## config.mk

```make
export PLATFORM = sky130hd
export DESIGN_NAME = tcc8_timer
export DESIGN_NICKNAME = d
export VERILOG_FILES = /design/src/inc/tcc8_pkg.sv /design/src/core/tcc8_timer.sv
export SDC_FILE = /design/constraint.sdc
export NUM_CORES = 1
export LEC_CHECK = 0
export BUFFER_PORTS_ARGS = -buffer_cell sky130_fd_sc_hd__buf_2
export CELL_PAD_IN_SITES_DETAIL_PLACEMENT = 0
export CELL_PAD_IN_SITES_GLOBAL_PLACEMENT = 1
export CORE_UTILIZATION = 42
export CTS_BUF_LIST = sky130_fd_sc_hd__clkbuf_16
export DETAILED_ROUTE_END_ITERATION = 10
export PLACE_DENSITY = 0.86
export SYNTH_ARGS = -nofsm -noshare
export SYNTH_HDL_FRONTEND = slang
export SYNTH_SLANG_ARGS = --single-unit
```

## constraint.sdc

```tcl
create_clock -name core_clk -period 2.74 [get_ports core_clk]
set_input_delay 0.548 -clock core_clk [delete_from_list [all_inputs] [get_ports core_clk]]
set_output_delay 0.548 -clock core_clk [all_outputs]
set_load 0.02 [all_outputs]
```

## src/inc/tcc8_pkg.sv

```systemverilog
// constants shared by the 8-bit timer/counter with two compare units
package tcc8_pkg;

    // register offsets on the plain register port
    localparam logic [2:0] TCC8_OFF_CTRL_A = 3'h0;
    localparam logic [2:0] TCC8_OFF_CTRL_B = 3'h1;
    localparam logic [2:0] TCC8_OFF_COUNT = 3'h2;
    localparam logic [2:0] TCC8_OFF_CMP_A = 3'h3;
    localparam logic [2:0] TCC8_OFF_CMP_B = 3'h4;
    localparam logic [2:0] TCC8_OFF_FLAG = 3'h5;
    localparam logic [2:0] TCC8_OFF_MASK = 3'h6;

    // timer_control_a fields
    localparam int unsigned TCC8_CA_WGM0 = 0;
    localparam int unsigned TCC8_CA_WGM1 = 1;
    localparam int unsigned TCC8_CA_ACT_B_LO = 4;
    localparam int unsigned TCC8_CA_ACT_A_LO = 6;

    // timer_control_b fields
    localparam int unsigned TCC8_CB_CS_LO = 0;
    localparam int unsigned TCC8_CB_WGM2 = 3;
    localparam int unsigned TCC8_CB_FORCE_B = 6;
    localparam int unsigned TCC8_CB_FORCE_A = 7;
    localparam logic [7:0] TCC8_CB_STORE_MASK = 8'h0F;

    // flag and mask bit positions
    localparam int unsigned TCC8_FLAG_OVF = 0;
    localparam int unsigned TCC8_FLAG_CMP_A = 1;
    localparam int unsigned TCC8_FLAG_CMP_B = 2;

    // counter extremes and reset values
    localparam logic [7:0] TCC8_BOTTOM = 8'h00;
    localparam logic [7:0] TCC8_MAX = 8'hFF;
    localparam logic [7:0] TCC8_RST_BYTE = 8'h00;
    localparam logic [2:0] TCC8_RST_BITS = 3'h0;

    // clock source select codes
    localparam logic [2:0] TCC8_CS_NONE = 3'h0;
    localparam logic [2:0] TCC8_CS_DIV1 = 3'h1;
    localparam logic [2:0] TCC8_CS_DIV8 = 3'h2;
    localparam logic [2:0] TCC8_CS_DIV64 = 3'h3;
    localparam logic [2:0] TCC8_CS_DIV256 = 3'h4;
    localparam logic [2:0] TCC8_CS_DIV1024 = 3'h5;
    localparam logic [2:0] TCC8_CS_EXT_FALL = 3'h6;
    localparam logic [2:0] TCC8_CS_EXT_RISE = 3'h7;

    // prescaler tap masks: tick when all masked bits are ones
    localparam logic [9:0] TCC8_PS_MASK8 = 10'h007;
    localparam logic [9:0] TCC8_PS_MASK64 = 10'h03F;
    localparam logic [9:0] TCC8_PS_MASK256 = 10'h0FF;
    localparam logic [9:0] TCC8_PS_MASK1024 = 10'h3FF;
    localparam logic [9:0] TCC8_PS_ONE = 10'h001;

    // waveform mode codes
    localparam logic [2:0] TCC8_MODE_NORMAL = 3'h0;
    localparam logic [2:0] TCC8_MODE_PHASE_MAX = 3'h1;
    localparam logic [2:0] TCC8_MODE_CTC = 3'h2;
    localparam logic [2:0] TCC8_MODE_FAST_MAX = 3'h3;
    localparam logic [2:0] TCC8_MODE_PHASE_CMP = 3'h5;
    localparam logic [2:0] TCC8_MODE_FAST_CMP = 3'h7;

    // compare output action codes
    localparam logic [1:0] TCC8_ACT_OFF = 2'h0;
    localparam logic [1:0] TCC8_ACT_TOGGLE = 2'h1;
    localparam logic [1:0] TCC8_ACT_CLEAR = 2'h2;
    localparam logic [1:0] TCC8_ACT_SET = 2'h3;

endpackage : tcc8_pkg
```

## src/core/tcc8_timer.sv

```systemverilog
// 8-bit timer/counter with two compare units, waveform outputs and flags

module tcc8_timer
    import tcc8_pkg::*;
(
    // clock and reset
    input wire logic core_clk,
    input wire logic rst_b,
    // register port
    input wire logic [2:0] reg_addr,
    input wire logic [7:0] reg_wdata,
    input wire logic reg_wr,
    input wire logic reg_rd,
    output logic [7:0] reg_rdata,
    // external count pin
    input wire logic external_count_input,
    // compare output pins
    output logic compare_a_output,
    output logic compare_a_output_en,
    output logic compare_b_output,
    output logic compare_b_output_en,
    // interrupt requests and acknowledges
    output logic overflow_irq,
    output logic compare_a_irq,
    output logic compare_b_irq,
    input wire logic overflow_irq_ack,
    input wire logic compare_a_irq_ack,
    input wire logic compare_b_irq_ack
);

    // software-visible registers and counter state
    logic [7:0] ctrl_a_r;
    logic [7:0] ctrl_b_r;
    logic [7:0] count_r;
    logic [7:0] count_nxt;
    logic dir_down_r;
    logic dir_down_nxt;
    logic [2:0] flag_r;
    logic [2:0] mask_r;

    // clock select and bus side state
    logic [9:0] prescale_r;
    logic ext_prev_r;
    logic block_r;
    logic [7:0] rdata_r;

    // per-unit compare state, index 0 is unit A
    logic [7:0] cmp_work_r [2];
    logic [7:0] cmp_buf_r [2];
    logic out_r [2];
    logic out_en [2];

    // decoded strobes, events and indications
    logic [1:0] match;
    logic [1:0] cmp_event;
    logic [2:0] wave_mode;
    logic [2:0] clk_sel;
    logic [2:0] flag_event;
    logic [2:0] irq_ack;
    logic tick;
    logic is_pwm;
    logic is_fast;
    logic is_phase;
    logic [7:0] top_val;
    logic at_top;
    logic at_bottom;
    logic ovf_event;
    logic upd_event;
    logic count_wr;

    // decoded control fields
    assign wave_mode = {ctrl_b_r[TCC8_CB_WGM2], ctrl_a_r[TCC8_CA_WGM1], ctrl_a_r[TCC8_CA_WGM0]};
    assign clk_sel = ctrl_b_r[TCC8_CB_CS_LO +: 3];
    assign is_pwm = wave_mode[0];
    assign is_fast = (wave_mode[1:0] == 2'h3);
    assign is_phase = (wave_mode[1:0] == 2'h1);
    assign count_wr = reg_wr && (reg_addr == TCC8_OFF_COUNT);

    // top of the sequence and the extreme indications
    assign top_val = (is_pwm && wave_mode[2]) ? cmp_work_r[0] : TCC8_MAX;
    assign at_top = (count_r == top_val);
    assign at_bottom = (count_r == TCC8_BOTTOM);

    // free running prescaler; taps shared by all divided sources
    // it is never cleared on a select change, so the first divided tick may come early
    always_ff @(posedge core_clk) begin
        if (!rst_b) begin
            prescale_r <= 10'h000;
        end else begin
            prescale_r <= prescale_r + TCC8_PS_ONE;
        end
    end

    // previous external pin level for edge selection
    always_ff @(posedge core_clk) begin
        if (!rst_b) begin
            ext_prev_r <= 1'b0;
        end else begin
            ext_prev_r <= external_count_input;
        end
    end

    // clock select: source and active edge form the timer tick
    always_comb begin
        case (clk_sel)
            TCC8_CS_NONE: tick = 1'b0;
            TCC8_CS_DIV1: tick = 1'b1;
            TCC8_CS_DIV8: tick = ((prescale_r & TCC8_PS_MASK8) == TCC8_PS_MASK8);
            TCC8_CS_DIV64: tick = ((prescale_r & TCC8_PS_MASK64) == TCC8_PS_MASK64);
            TCC8_CS_DIV256: tick = ((prescale_r & TCC8_PS_MASK256) == TCC8_PS_MASK256);
            TCC8_CS_DIV1024: tick = ((prescale_r & TCC8_PS_MASK1024) == TCC8_PS_MASK1024);
            TCC8_CS_EXT_FALL: tick = ext_prev_r && !external_count_input;
            TCC8_CS_EXT_RISE: tick = !ext_prev_r && external_count_input;
            default: tick = 1'b0;
        endcase
    end

    // counting sequence per waveform mode, evaluated on each tick
    always_comb begin
        count_nxt = count_r;
        dir_down_nxt = dir_down_r;
        ovf_event = 1'b0;
        upd_event = 1'b0;
        if (tick) begin
            case (wave_mode)
                TCC8_MODE_PHASE_MAX, TCC8_MODE_PHASE_CMP: begin
                    if (!dir_down_r) begin
                        if (at_top) begin
                            dir_down_nxt = 1'b1;
                            count_nxt = count_r - 8'h01;
                            upd_event = 1'b1;
                        end else begin
                            count_nxt = count_r + 8'h01;
                        end
                    end else begin
                        if (at_bottom) begin
                            dir_down_nxt = 1'b0;
                            count_nxt = count_r + 8'h01;
                            ovf_event = 1'b1;
                        end else begin
                            count_nxt = count_r - 8'h01;
                        end
                    end
                end
                TCC8_MODE_FAST_MAX, TCC8_MODE_FAST_CMP: begin
                    if (at_top) begin
                        count_nxt = TCC8_BOTTOM;
                        ovf_event = 1'b1;
                        upd_event = 1'b1;
                    end else begin
                        count_nxt = count_r + 8'h01;
                    end
                end
                TCC8_MODE_CTC: begin
                    // overflow whenever the count leaves the maximum: a compare at the maximum, or an out-of-range compare that lets it wrap
                    ovf_event = (count_r == TCC8_MAX);
                    if (match[0]) begin
                        count_nxt = TCC8_BOTTOM;
                    end else begin
                        count_nxt = count_r + 8'h01;
                    end
                end
                default: begin
                    // normal and reserved codes count up and wrap
                    count_nxt = count_r + 8'h01;
                    ovf_event = (count_r == TCC8_MAX);
                end
            endcase
        end
    end

    // counter register; a software write takes precedence over counting
    always_ff @(posedge core_clk) begin
        if (!rst_b) begin
            count_r <= TCC8_RST_BYTE;
            dir_down_r <= 1'b0;
        end else begin
            // direction is left alone by a counter write
            dir_down_r <= dir_down_nxt;
            if (count_wr) begin
                count_r <= reg_wdata;
            end else begin
                count_r <= count_nxt;
            end
        end
    end

    // match blocking after a counter write, held until the next tick
    always_ff @(posedge core_clk) begin
        if (!rst_b) begin
            block_r <= 1'b0;
        end else if (count_wr) begin
            block_r <= 1'b1;
        end else if (tick) begin
            block_r <= 1'b0;
        end
    end

    // control registers; force strobes are not stored
    always_ff @(posedge core_clk) begin
        if (!rst_b) begin
            ctrl_a_r <= TCC8_RST_BYTE;
            ctrl_b_r <= TCC8_RST_BYTE;
            mask_r <= TCC8_RST_BITS;
        end else if (reg_wr) begin
            if (reg_addr == TCC8_OFF_CTRL_A) begin
                ctrl_a_r <= reg_wdata;
            end
            if (reg_addr == TCC8_OFF_CTRL_B) begin
                ctrl_b_r <= reg_wdata & TCC8_CB_STORE_MASK;
            end
            if (reg_addr == TCC8_OFF_MASK) begin
                mask_r <= reg_wdata[2:0];
            end
        end
    end

    // compare units A and B share the counter
    for (genvar i = 0; i < 2; i++) begin : g_cmp
        localparam logic [2:0] OFF = (i == 0) ? TCC8_OFF_CMP_A : TCC8_OFF_CMP_B;
        localparam int unsigned ACT_LO = (i == 0) ? TCC8_CA_ACT_A_LO : TCC8_CA_ACT_B_LO;
        localparam int unsigned FORCE_BIT = (i == 0) ? TCC8_CB_FORCE_A : TCC8_CB_FORCE_B;
        logic [1:0] action;
        logic force_cmp;
        logic match_lvl;
        logic cmp_at_top;
        logic cmp_at_bottom;

        assign action = ctrl_a_r[ACT_LO +: 2];
        assign match[i] = (count_r == cmp_work_r[i]);
        assign cmp_event[i] = tick && match[i] && !block_r;
        assign force_cmp = reg_wr && (reg_addr == TCC8_OFF_CTRL_B) && reg_wdata[FORCE_BIT] && !is_pwm;
        assign match_lvl = action[0];
        assign cmp_at_top = (cmp_work_r[i] == top_val);
        assign cmp_at_bottom = (cmp_work_r[i] == TCC8_BOTTOM);

        // buffer and working value; PWM updates wait for the turn point
        always_ff @(posedge core_clk) begin
            if (!rst_b) begin
                cmp_buf_r[i] <= TCC8_RST_BYTE;
                cmp_work_r[i] <= TCC8_RST_BYTE;
            end else begin
                if (reg_wr && (reg_addr == OFF)) begin
                    cmp_buf_r[i] <= reg_wdata;
                end
                if (!is_pwm) begin
                    if (reg_wr && (reg_addr == OFF)) begin
                        cmp_work_r[i] <= reg_wdata;
                    end
                end else if (upd_event) begin
                    cmp_work_r[i] <= cmp_buf_r[i];
                end
            end
        end

        // waveform generator; a force acts like a match without the flag
        always_ff @(posedge core_clk) begin
            if (!rst_b) begin
                out_r[i] <= 1'b0;
            end else if (!is_pwm) begin
                if (cmp_event[i] || force_cmp) begin
                    case (action)
                        TCC8_ACT_TOGGLE: out_r[i] <= !out_r[i];
                        TCC8_ACT_CLEAR: out_r[i] <= 1'b0;
                        TCC8_ACT_SET: out_r[i] <= 1'b1;
                        default: out_r[i] <= out_r[i];
                    endcase
                end
            end else if (tick && action[1]) begin
                if (is_fast && at_top) begin
                    // compare at top would leave a one-tick spike, so hold the match level
                    out_r[i] <= cmp_at_top ? match_lvl : !match_lvl;
                end else if (is_phase && at_top && !dir_down_r && cmp_at_top) begin
                    out_r[i] <= !match_lvl;
                end else if (is_phase && at_bottom && dir_down_r && cmp_at_bottom) begin
                    out_r[i] <= match_lvl;
                end else if (cmp_event[i]) begin
                    out_r[i] <= (is_phase && dir_down_r) ? !match_lvl : match_lvl;
                end
            end else if (cmp_event[i] && (action == TCC8_ACT_TOGGLE) && (i == 0) && wave_mode[2]) begin
                out_r[i] <= !out_r[i];
            end
        end

        // pin override; toggle in PWM is only meaningful for unit A with compare top
        assign out_en[i] = (action != TCC8_ACT_OFF) &&
            !(is_pwm && (action == TCC8_ACT_TOGGLE) && !((i == 0) && wave_mode[2]));
    end

    assign compare_a_output = out_r[0];
    assign compare_b_output = out_r[1];
    assign compare_a_output_en = out_en[0];
    assign compare_b_output_en = out_en[1];

    // flag events and clears, indexed by flag bit position
    assign flag_event[TCC8_FLAG_OVF] = ovf_event;
    assign flag_event[TCC8_FLAG_CMP_A] = cmp_event[0];
    assign flag_event[TCC8_FLAG_CMP_B] = cmp_event[1];
    // one acknowledge pulse per executed request
    assign irq_ack[TCC8_FLAG_OVF] = overflow_irq_ack;
    assign irq_ack[TCC8_FLAG_CMP_A] = compare_a_irq_ack;
    assign irq_ack[TCC8_FLAG_CMP_B] = compare_b_irq_ack;

    // sticky flags; a set in the clearing cycle survives the clear
    for (genvar k = 0; k < 3; k++) begin : g_flag
        always_ff @(posedge core_clk) begin
            if (!rst_b) begin
                flag_r[k] <= 1'b0;
            end else if (flag_event[k]) begin
                flag_r[k] <= 1'b1;
            end else if (irq_ack[k]) begin
                flag_r[k] <= 1'b0;
            end else if (reg_wr && (reg_addr == TCC8_OFF_FLAG) && reg_wdata[k]) begin
                flag_r[k] <= 1'b0;
            end
        end
    end

    // masked requests
    assign overflow_irq = flag_r[TCC8_FLAG_OVF] && mask_r[TCC8_FLAG_OVF];
    assign compare_a_irq = flag_r[TCC8_FLAG_CMP_A] && mask_r[TCC8_FLAG_CMP_A];
    assign compare_b_irq = flag_r[TCC8_FLAG_CMP_B] && mask_r[TCC8_FLAG_CMP_B];

    // read data stand only in the cycle after the read strobe
    always_ff @(posedge core_clk) begin
        if (!rst_b) begin
            rdata_r <= TCC8_RST_BYTE;
        end else if (reg_rd) begin
            case (reg_addr)
                TCC8_OFF_CTRL_A: rdata_r <= ctrl_a_r;
                TCC8_OFF_CTRL_B: rdata_r <= ctrl_b_r;
                TCC8_OFF_COUNT: rdata_r <= count_r;
                TCC8_OFF_CMP_A: rdata_r <= is_pwm ? cmp_buf_r[0] : cmp_work_r[0];
                TCC8_OFF_CMP_B: rdata_r <= is_pwm ? cmp_buf_r[1] : cmp_work_r[1];
                TCC8_OFF_FLAG: rdata_r <= {5'h00, flag_r};
                TCC8_OFF_MASK: rdata_r <= {5'h00, mask_r};
                default: rdata_r <= TCC8_RST_BYTE;
            endcase
        end else begin
            rdata_r <= TCC8_RST_BYTE;
        end
    end

    // registered so the answer stands exactly one cycle
    assign reg_rdata = rdata_r;

endmodule : tcc8_timer

```

==> flow_metrics.tcl, run 1 <==
set metrics [dict create \
    outcome "finished, final reports clean" \
    drive_gt1_share_pct 21.9 \
    yosysTopAreaCell "edfxtp_1" \
    dpl-instance-area_um2 5900 \
    grt_max_degree 31 \
    synthAdderAreaFrac_pct 1.19 \
    max_cap_viol_count 0 \
    grt-ovfl-total 0 \
    dieArea_um2 13000 \
    hold_viol 0 \
    grt_pass1_vias 4676 \
    cts_made_buffers 9 \
    dp_hpwl_mm 12.4 \
    crit_top_cell "and3_1" \
    power_frac_clock_pct 43.5 \
    p_sw_share_pct 26.4 \
    slew_violations 0 \
    ys_types 81 \
    initial_core_util_pct 43.6 \
    peakVddDrop_mv 0.340 \
    clock_path_buffers 2 \
    gp_congestion 0.979 \
    synth_area_um2 5280 \
    p_int_mw 2.25 \
    ant_nets 0 \
    synth_top_family_by_area "simple AND/OR/NAND/NOR gates" \
    first_pass_iters 6 \
    synth-xor-area-share_pct 5.12 \
    synthMuxAreaShare_pct 6.12 \
    worstPathRequired_ns 2.84 \
    slew_headroom_pct 58.8 \
    port_buffers 33 \
    async_reset_ff_share_pct 0 \
    netlist_instances 614 \
    io_pins 34 \
    vias 4989 \
    die_height_um 114 \
    worst_slew_pin_slew_ns 0.616 \
    synth_edf_count 34 \
    cp_max_fo 5 \
    cp_slowest_stage_delay_ns 0.40 \
    total_power_mw 3.06 \
    hp-class "in2reg" \
    arrival_ns 2.74 \
    finalCritPeriodShare_pct 96.1 \
    synth_compound_area_share_pct 19.6 \
    antenna_found_initial 0 \
    clkTransAtPathRegs_ns 0.07 \
    h-tree-depth 3 \
    fin_skew_ns 0.0115 \
    wl_mm 16.9 \
    yosys.area_share.simple_pct 25.5 \
    nNetsFinal 694 \
    fin_cells 843 \
    yosysTopAreaCellShare_pct 19.3 \
    avgSynthCellArea_um2 8.60 \
    pwr-share-seq_pct 44.2 \
    start_kind "flop" \
    via_per_inst 5.92 \
    grt_first_pass_wirelength_mm 26.3 \
    root_buffer "clkbuf_16" \
    drtIter0Drc 487 \
    drc 0 \
    cp-end-kind "flop" \
    clkSinkCount 81 \
    insertion_delay_ns 0.35 \
    die_w_um 114 \
    fin_area_um2 6310 \
    tritoncts "done" \
    syn_nets 638 \
    rows 40 \
    wire_per_inst_um 20.0 \
    max_freq_mhz 380 \
    postCtsHoldBufs 0 \
    p_comb_share_pct 12.3 \
    ys_seq_area_share_pct 37.2 \
    setup_viol 0 \
    yosys_warnings 0 \
    critPathSlowestCell "or3_1" \
    placed_cells 827 \
    crit_chain "ha_1 > and3_1 > and3_1 > or3_1 > and2_2 > a32o_1 > a2111oi_2 > o21ai_1" \
    n_antenna_cell 0 \
    powerDensity_nw_per_um2 485 \
    synthToLayoutAreaGrowth_pct 19.6 \
    finalWorstPathRequiredPeriod_ns 2.63 \
    p_switching_uw 807 \
    critical_path_class "reg2reg" \
    synthTopCellsByArea "edfxtp_1 (19%), dfxtp_1 (18%), nand2_1 (5.3%)" \
    track_usage_pct 27.0 \
    synth-seq-cells 81 \
    ys.flop_type "dfxtp_1" \
    leakage_nw 2.42 \
    core_um2 12100 \
]
## path summary, 6_finish.rpt
| kind | startpoint | endpoint | cells after the start | slack [ns] |
|---|---|---|---|---|
| worst min register to register | prescale_r[0] | prescale_r[0] | 1 | 0.44 |
| worst max-delay path | prescale_r[0] | out_r[0] | 8 | 0.11 |
| worst min-delay path | external_count_input | ext_prev_r | 2 | 0.43 |
| worst max register to register | prescale_r[0] | out_r[0] | 8 | 0.11 |
## cells by family (layout without fill, tap and decap cells)
logic type | after synthesis | after routing
AO/OA/AOI/OAI | 149 | 149
AND/OR/NAND/NOR | 255 | 255
XOR/XNOR | 30 | 30
buffers and inverters | 64 | 125
flip-flops | 81 | 81
multiplexers | 30 | 30
adder cells (fa/ha/maj) | 5 | 5
## cells in the final DEF, fill, tap and decap left out, types with 4 or more instances in the layout
cell,Yosys,layout
nand2_1,75,75
buf_2,13,33
buf_4,2,62
inv_1,11,12
o22ai_1,4,4
mux2_2,8,8
a221oi_1,5,5
clkbuf_16,0,9
a32oi_1,4,4
xor2_1,21,21
a22oi_1,4,4
and2_1,26,25
nor3_1,12,11
xnor2_1,8,8
nor4_1,12,10
nand3_1,15,14
o21ai_0,17,16
a211oi_1,4,4
dfxtp_2,0,4
ha_1,5,5
or3_1,7,6
a31oi_1,7,7
a21oi_1,41,41
dfxtp_1,47,43
nand2b_1,10,10
a22o_1,16,16
nor2_1,50,50
edfxtp_1,34,34
and3_1,11,11
o21ai_1,6,7
mux2i_1,21,21
nor2b_1,6,6
## per-layer routing
metal  GRT usage [%]  vias to the layer above  routed length, µm
met3            4.50                       47               1340
met2            43.2                      244               7730
met4            11.6                        0                669
met1            36.0                     2344               7150
li1                -                     2354                  -
met5               0                        -                  0
## power by group through the flow
stage               clock network [mW]  logic (mW)  registers (mW)
global placement                     0       0.358            1.38
CTS                               1.34       0.365            1.35
floorplan                            0       0.232            1.35
finish                            1.33       0.376            1.35
global route                      1.38       0.404            1.36
detailed placement                   0       0.361            1.38
## layout make-up
type                    count  area (µm²)
well taps                 168         210
multi-input cells         469        3120
inverters                  12        45.0
repair buffers             97         653
clock buffers               9         225
clock inverters             7        93.8
fillers                  1168        5800
flip-flops and latches     81        1970
## Yosys cell counts (all sizes together) (6+ instances only)
cell	count
a21oi	41
a22o	16
a31oi	7
and2	27
and3	11
buf	24
clkbuf	28
dfxtp	47
edfxtp	34
inv	11
mux2	8
mux2i	21
nand2	75
nand2b	10
nand3	15
nor2	50
nor2b	6
nor3	13
nor4	12
o21ai	24
or3	7
xnor2	8
xor2	22
## through the flow
| stage | setup WS [ns] | util, % | TNS (ns) | hold WS [ns] |
|---|---|---|---|---|
| 6_report | 0.107 | 52.1 | 0 | 0.434 |
| 4_1_cts | 0.0201 | 51.5 | 0 | 0.427 |
| 3_3_place_gp | 0.0512 | 48.7 | 0 | 0.423 |
| 2_1_floorplan | 0.0946 | - | 0 | 0.413 |
| 5_1_grt | -0.000724 | 52.1 | -0.000724 | 0.448 |
| 3_5_place_dp | -0.109 | 48.7 | -0.109 | 0.438 |
## worst max-delay path: cells and delay by family (launching register included)
family	cells	cell delay, ns
compound gates	3	0.77
fa+ha+maj	1	0.22
simple gates	4	1.07
flops	1	0.32
## flip-flops by register name, summed over array words and instances, names as in the netlist, 2 cells and up
| name | count |
|---|---|
| cmp_buf_r | 16 |
| cmp_work_r | 16 |
| prescale_r | 10 |
| count_r | 8 |
| ctrl_a_r | 8 |
| reg_rdata | 8 |
| ctrl_b_r | 4 |
| flag_r | 3 |
| mask_r | 3 |
| out_r | 2 |
## repair_timing
action                                  CTS  global route
buffers inserted                          0             0
endpoints found under the setup margin    2            14
gates resized for setup                   5            18
No activity file was read; power rests on OpenSTA's default activity.
==> run 2: changes to the inputs <==
--- a/config.mk
+++ b/config.mk
@@ -8,6 +8,7 @@
 export BUFFER_PORTS_ARGS = -buffer_cell sky130_fd_sc_hd__buf_2
 export CELL_PAD_IN_SITES_DETAIL_PLACEMENT = 0
 export CELL_PAD_IN_SITES_GLOBAL_PLACEMENT = 1
+export CORE_ASPECT_RATIO = 1.1
 export CORE_UTILIZATION = 42
 export CTS_BUF_LIST = sky130_fd_sc_hd__clkbuf_16
 export DETAILED_ROUTE_END_ITERATION = 10
==> flow_metrics.tcl, run 2 (same netlist as run 1, synthesis figures left out) <==
set metrics [dict create \
    leakage_nw 2.48 \
    grt_pass1_vias 4836 \
    ant_nets 0 \
    outcome "finished with violations" \
    n_antenna_cell 0 \
    dpl-instance-area_um2 5880 \
    h-tree-depth 3 \
    dp_slack_ns -0.0846 \
    cts_made_buffers 9 \
    slew_headroom_pct 67.5 \
    port_buffers 33 \
    reg2regPathDepth 8 \
    tritoncts "done" \
    via_per_inst 6.11 \
    gp_congestion 0.968 \
    drc 0 \
    grt_max_degree 31 \
    ff2ff_setup_slack_ns -0.06 \
    vias 5138 \
    fin_area_um2 6430 \
    worst_slack_ns -0.0567 \
    cp_slowest_stage_delay_ns 0.60 \
    reg2reg_to "count_r[2]" \
    worst_slew_pin_slew_ns 0.486 \
    finalWorstPathRequiredPeriod_ns 2.80 \
    finalCritPeriodShare_pct 102 \
    hold_viol 0 \
    max_cap_viol_count 0 \
    grt_first_pass_wirelength_mm 25.8 \
    rsz0062_at_grt "yes" \
    layout_commonest_cell "nand2_1" \
    first_pass_iters 5 \
    cp-end-kind "flop" \
    synthToLayoutAreaGrowth_pct 21.8 \
    powerDensity_nw_per_um2 463 \
    max_freq_mhz 358 \
    min_to "ext_prev_r" \
    postCtsHoldBufs 0 \
    holdPathStages 2 \
    peakVddDrop_mv 0.428 \
    nNetsFinal 706 \
    core_um2 12100 \
    io_pins 34 \
    clkTransAtPathRegs_ns 0.07 \
    critPathSlowestCell "or4b_4" \
    worst-path-buf-inv 0 \
    insertion_delay_ns 0.34 \
    wire_per_inst_um 20.0 \
    root_buffer "clkbuf_16" \
    violations "negative setup slack" \
    reg_top3 "cmp_buf_r (16), cmp_work_r (16), prescale_r (10)" \
    die_w_um 109 \
    worstPathRequired_ns 2.95 \
    placed_cells 813 \
    final_cell_mix "nand2_1 (74), buf_4 (73), nor2_1 (50)" \
    setup_viol 3 \
    drive_gt1_share_pct 25.0 \
    fin_cells 841 \
    dieArea_um2 13000 \
    die_height_um 120 \
    clock_path_buffers 2 \
    track_usage_pct 26.3 \
    fillerInstances 1076 \
    rows 42 \
    utilization_pct 53.0 \
    critPathTopFamily "simple AND/OR/NAND/NOR gates" \
    arrival_ns 3.01 \
    hp-start "external_count_input" \
    cp_max_fo 5 \
    crit_chain "xor2_1 > or4_4 > or4b_4 > a21oi_4 > o21a_4 > o22ai_2 > o21ai_2 > a31oi_4" \
    hp-class "in2reg" \
    dp_hpwl_mm 12.3 \
    critical_path_class "reg2reg" \
    r2r_start "cmp_work_r[0][1]" \
    antenna_found_initial 0 \
    clkSinkCount 81 \
    slew_violations 0 \
    grt-ovfl-total 0 \
    drtIter0Drc 586 \
    start_kind "flop" \
    initial_core_util_pct 43.5 \
    fin_skew_ns 0.0133 \
    wl_mm 16.9 \
]
## run 2: timing repair
item,4_1_cts,5_1_grt
buffers inserted,0,11
cloned,0,1
endpoints found under the setup margin,3,23
pin swaps,0,15
resized for setup,2,33
## run 2: layout make-up
cell class                 instances  area (µm²)  share of cell area, %
timing repair buffer             108         736                   11.4
clock inverter                     7        77.6                   1.21
tap                              154         193                   3.00
inverter                          12        45.0                  0.701
sequential                        81        1970                   30.6
clock buffer                       9         225                   3.50
multi-input combinational        470        3180                   49.5
## run 2: per-stage QoR
step	total power, mW	setup TNS [ns]	hold WS, ns
global route	3.06	-0.203	0.450
detailed placement	1.73	-0.146	0.436
global placement	1.73	-0.00606	0.434
finish	2.97	-0.110	0.445
floorplan	1.59	0	0.413
CTS	2.95	0	0.445
## run 2: power breakdown
part	leakage (nW)	internal [mW]	switching (mW)
Sequential	0.730	1.30	0.0526
Combinational	1.61	0.161	0.226
Clock	0.143	0.713	0.519
Total	2.48	2.18	0.798
## run 2: how the worst max path moves through the flow
stage | from | cells past startpoint | to
final | cmp_work_r[0][1] | 8 | count_r[2]
after global routing | cmp_work_r[0][1] | 8 | count_r[2]
after CTS | cmp_work_r[0][1] | 8 | count_r[2]
after detailed placement | cmp_work_r[0][1] | 8 | out_r[0]
after global placement | count_r[1] | 8 | out_r[1]
after floorplan | cmp_work_r[0][3] | 9 | cmp_work_r[0][0]
## run 2: routing by layer
metal / share of wire [%] / track usage (%) / vias up
li1: - / - / 2374
met1: 40 / 34.7 / 2433
met2: 48 / 41.0 / 273
met3: 8.5 / 3.97 / 58
met4: 4.3 / 14.5 / 0
met5: 0 / 0 / -
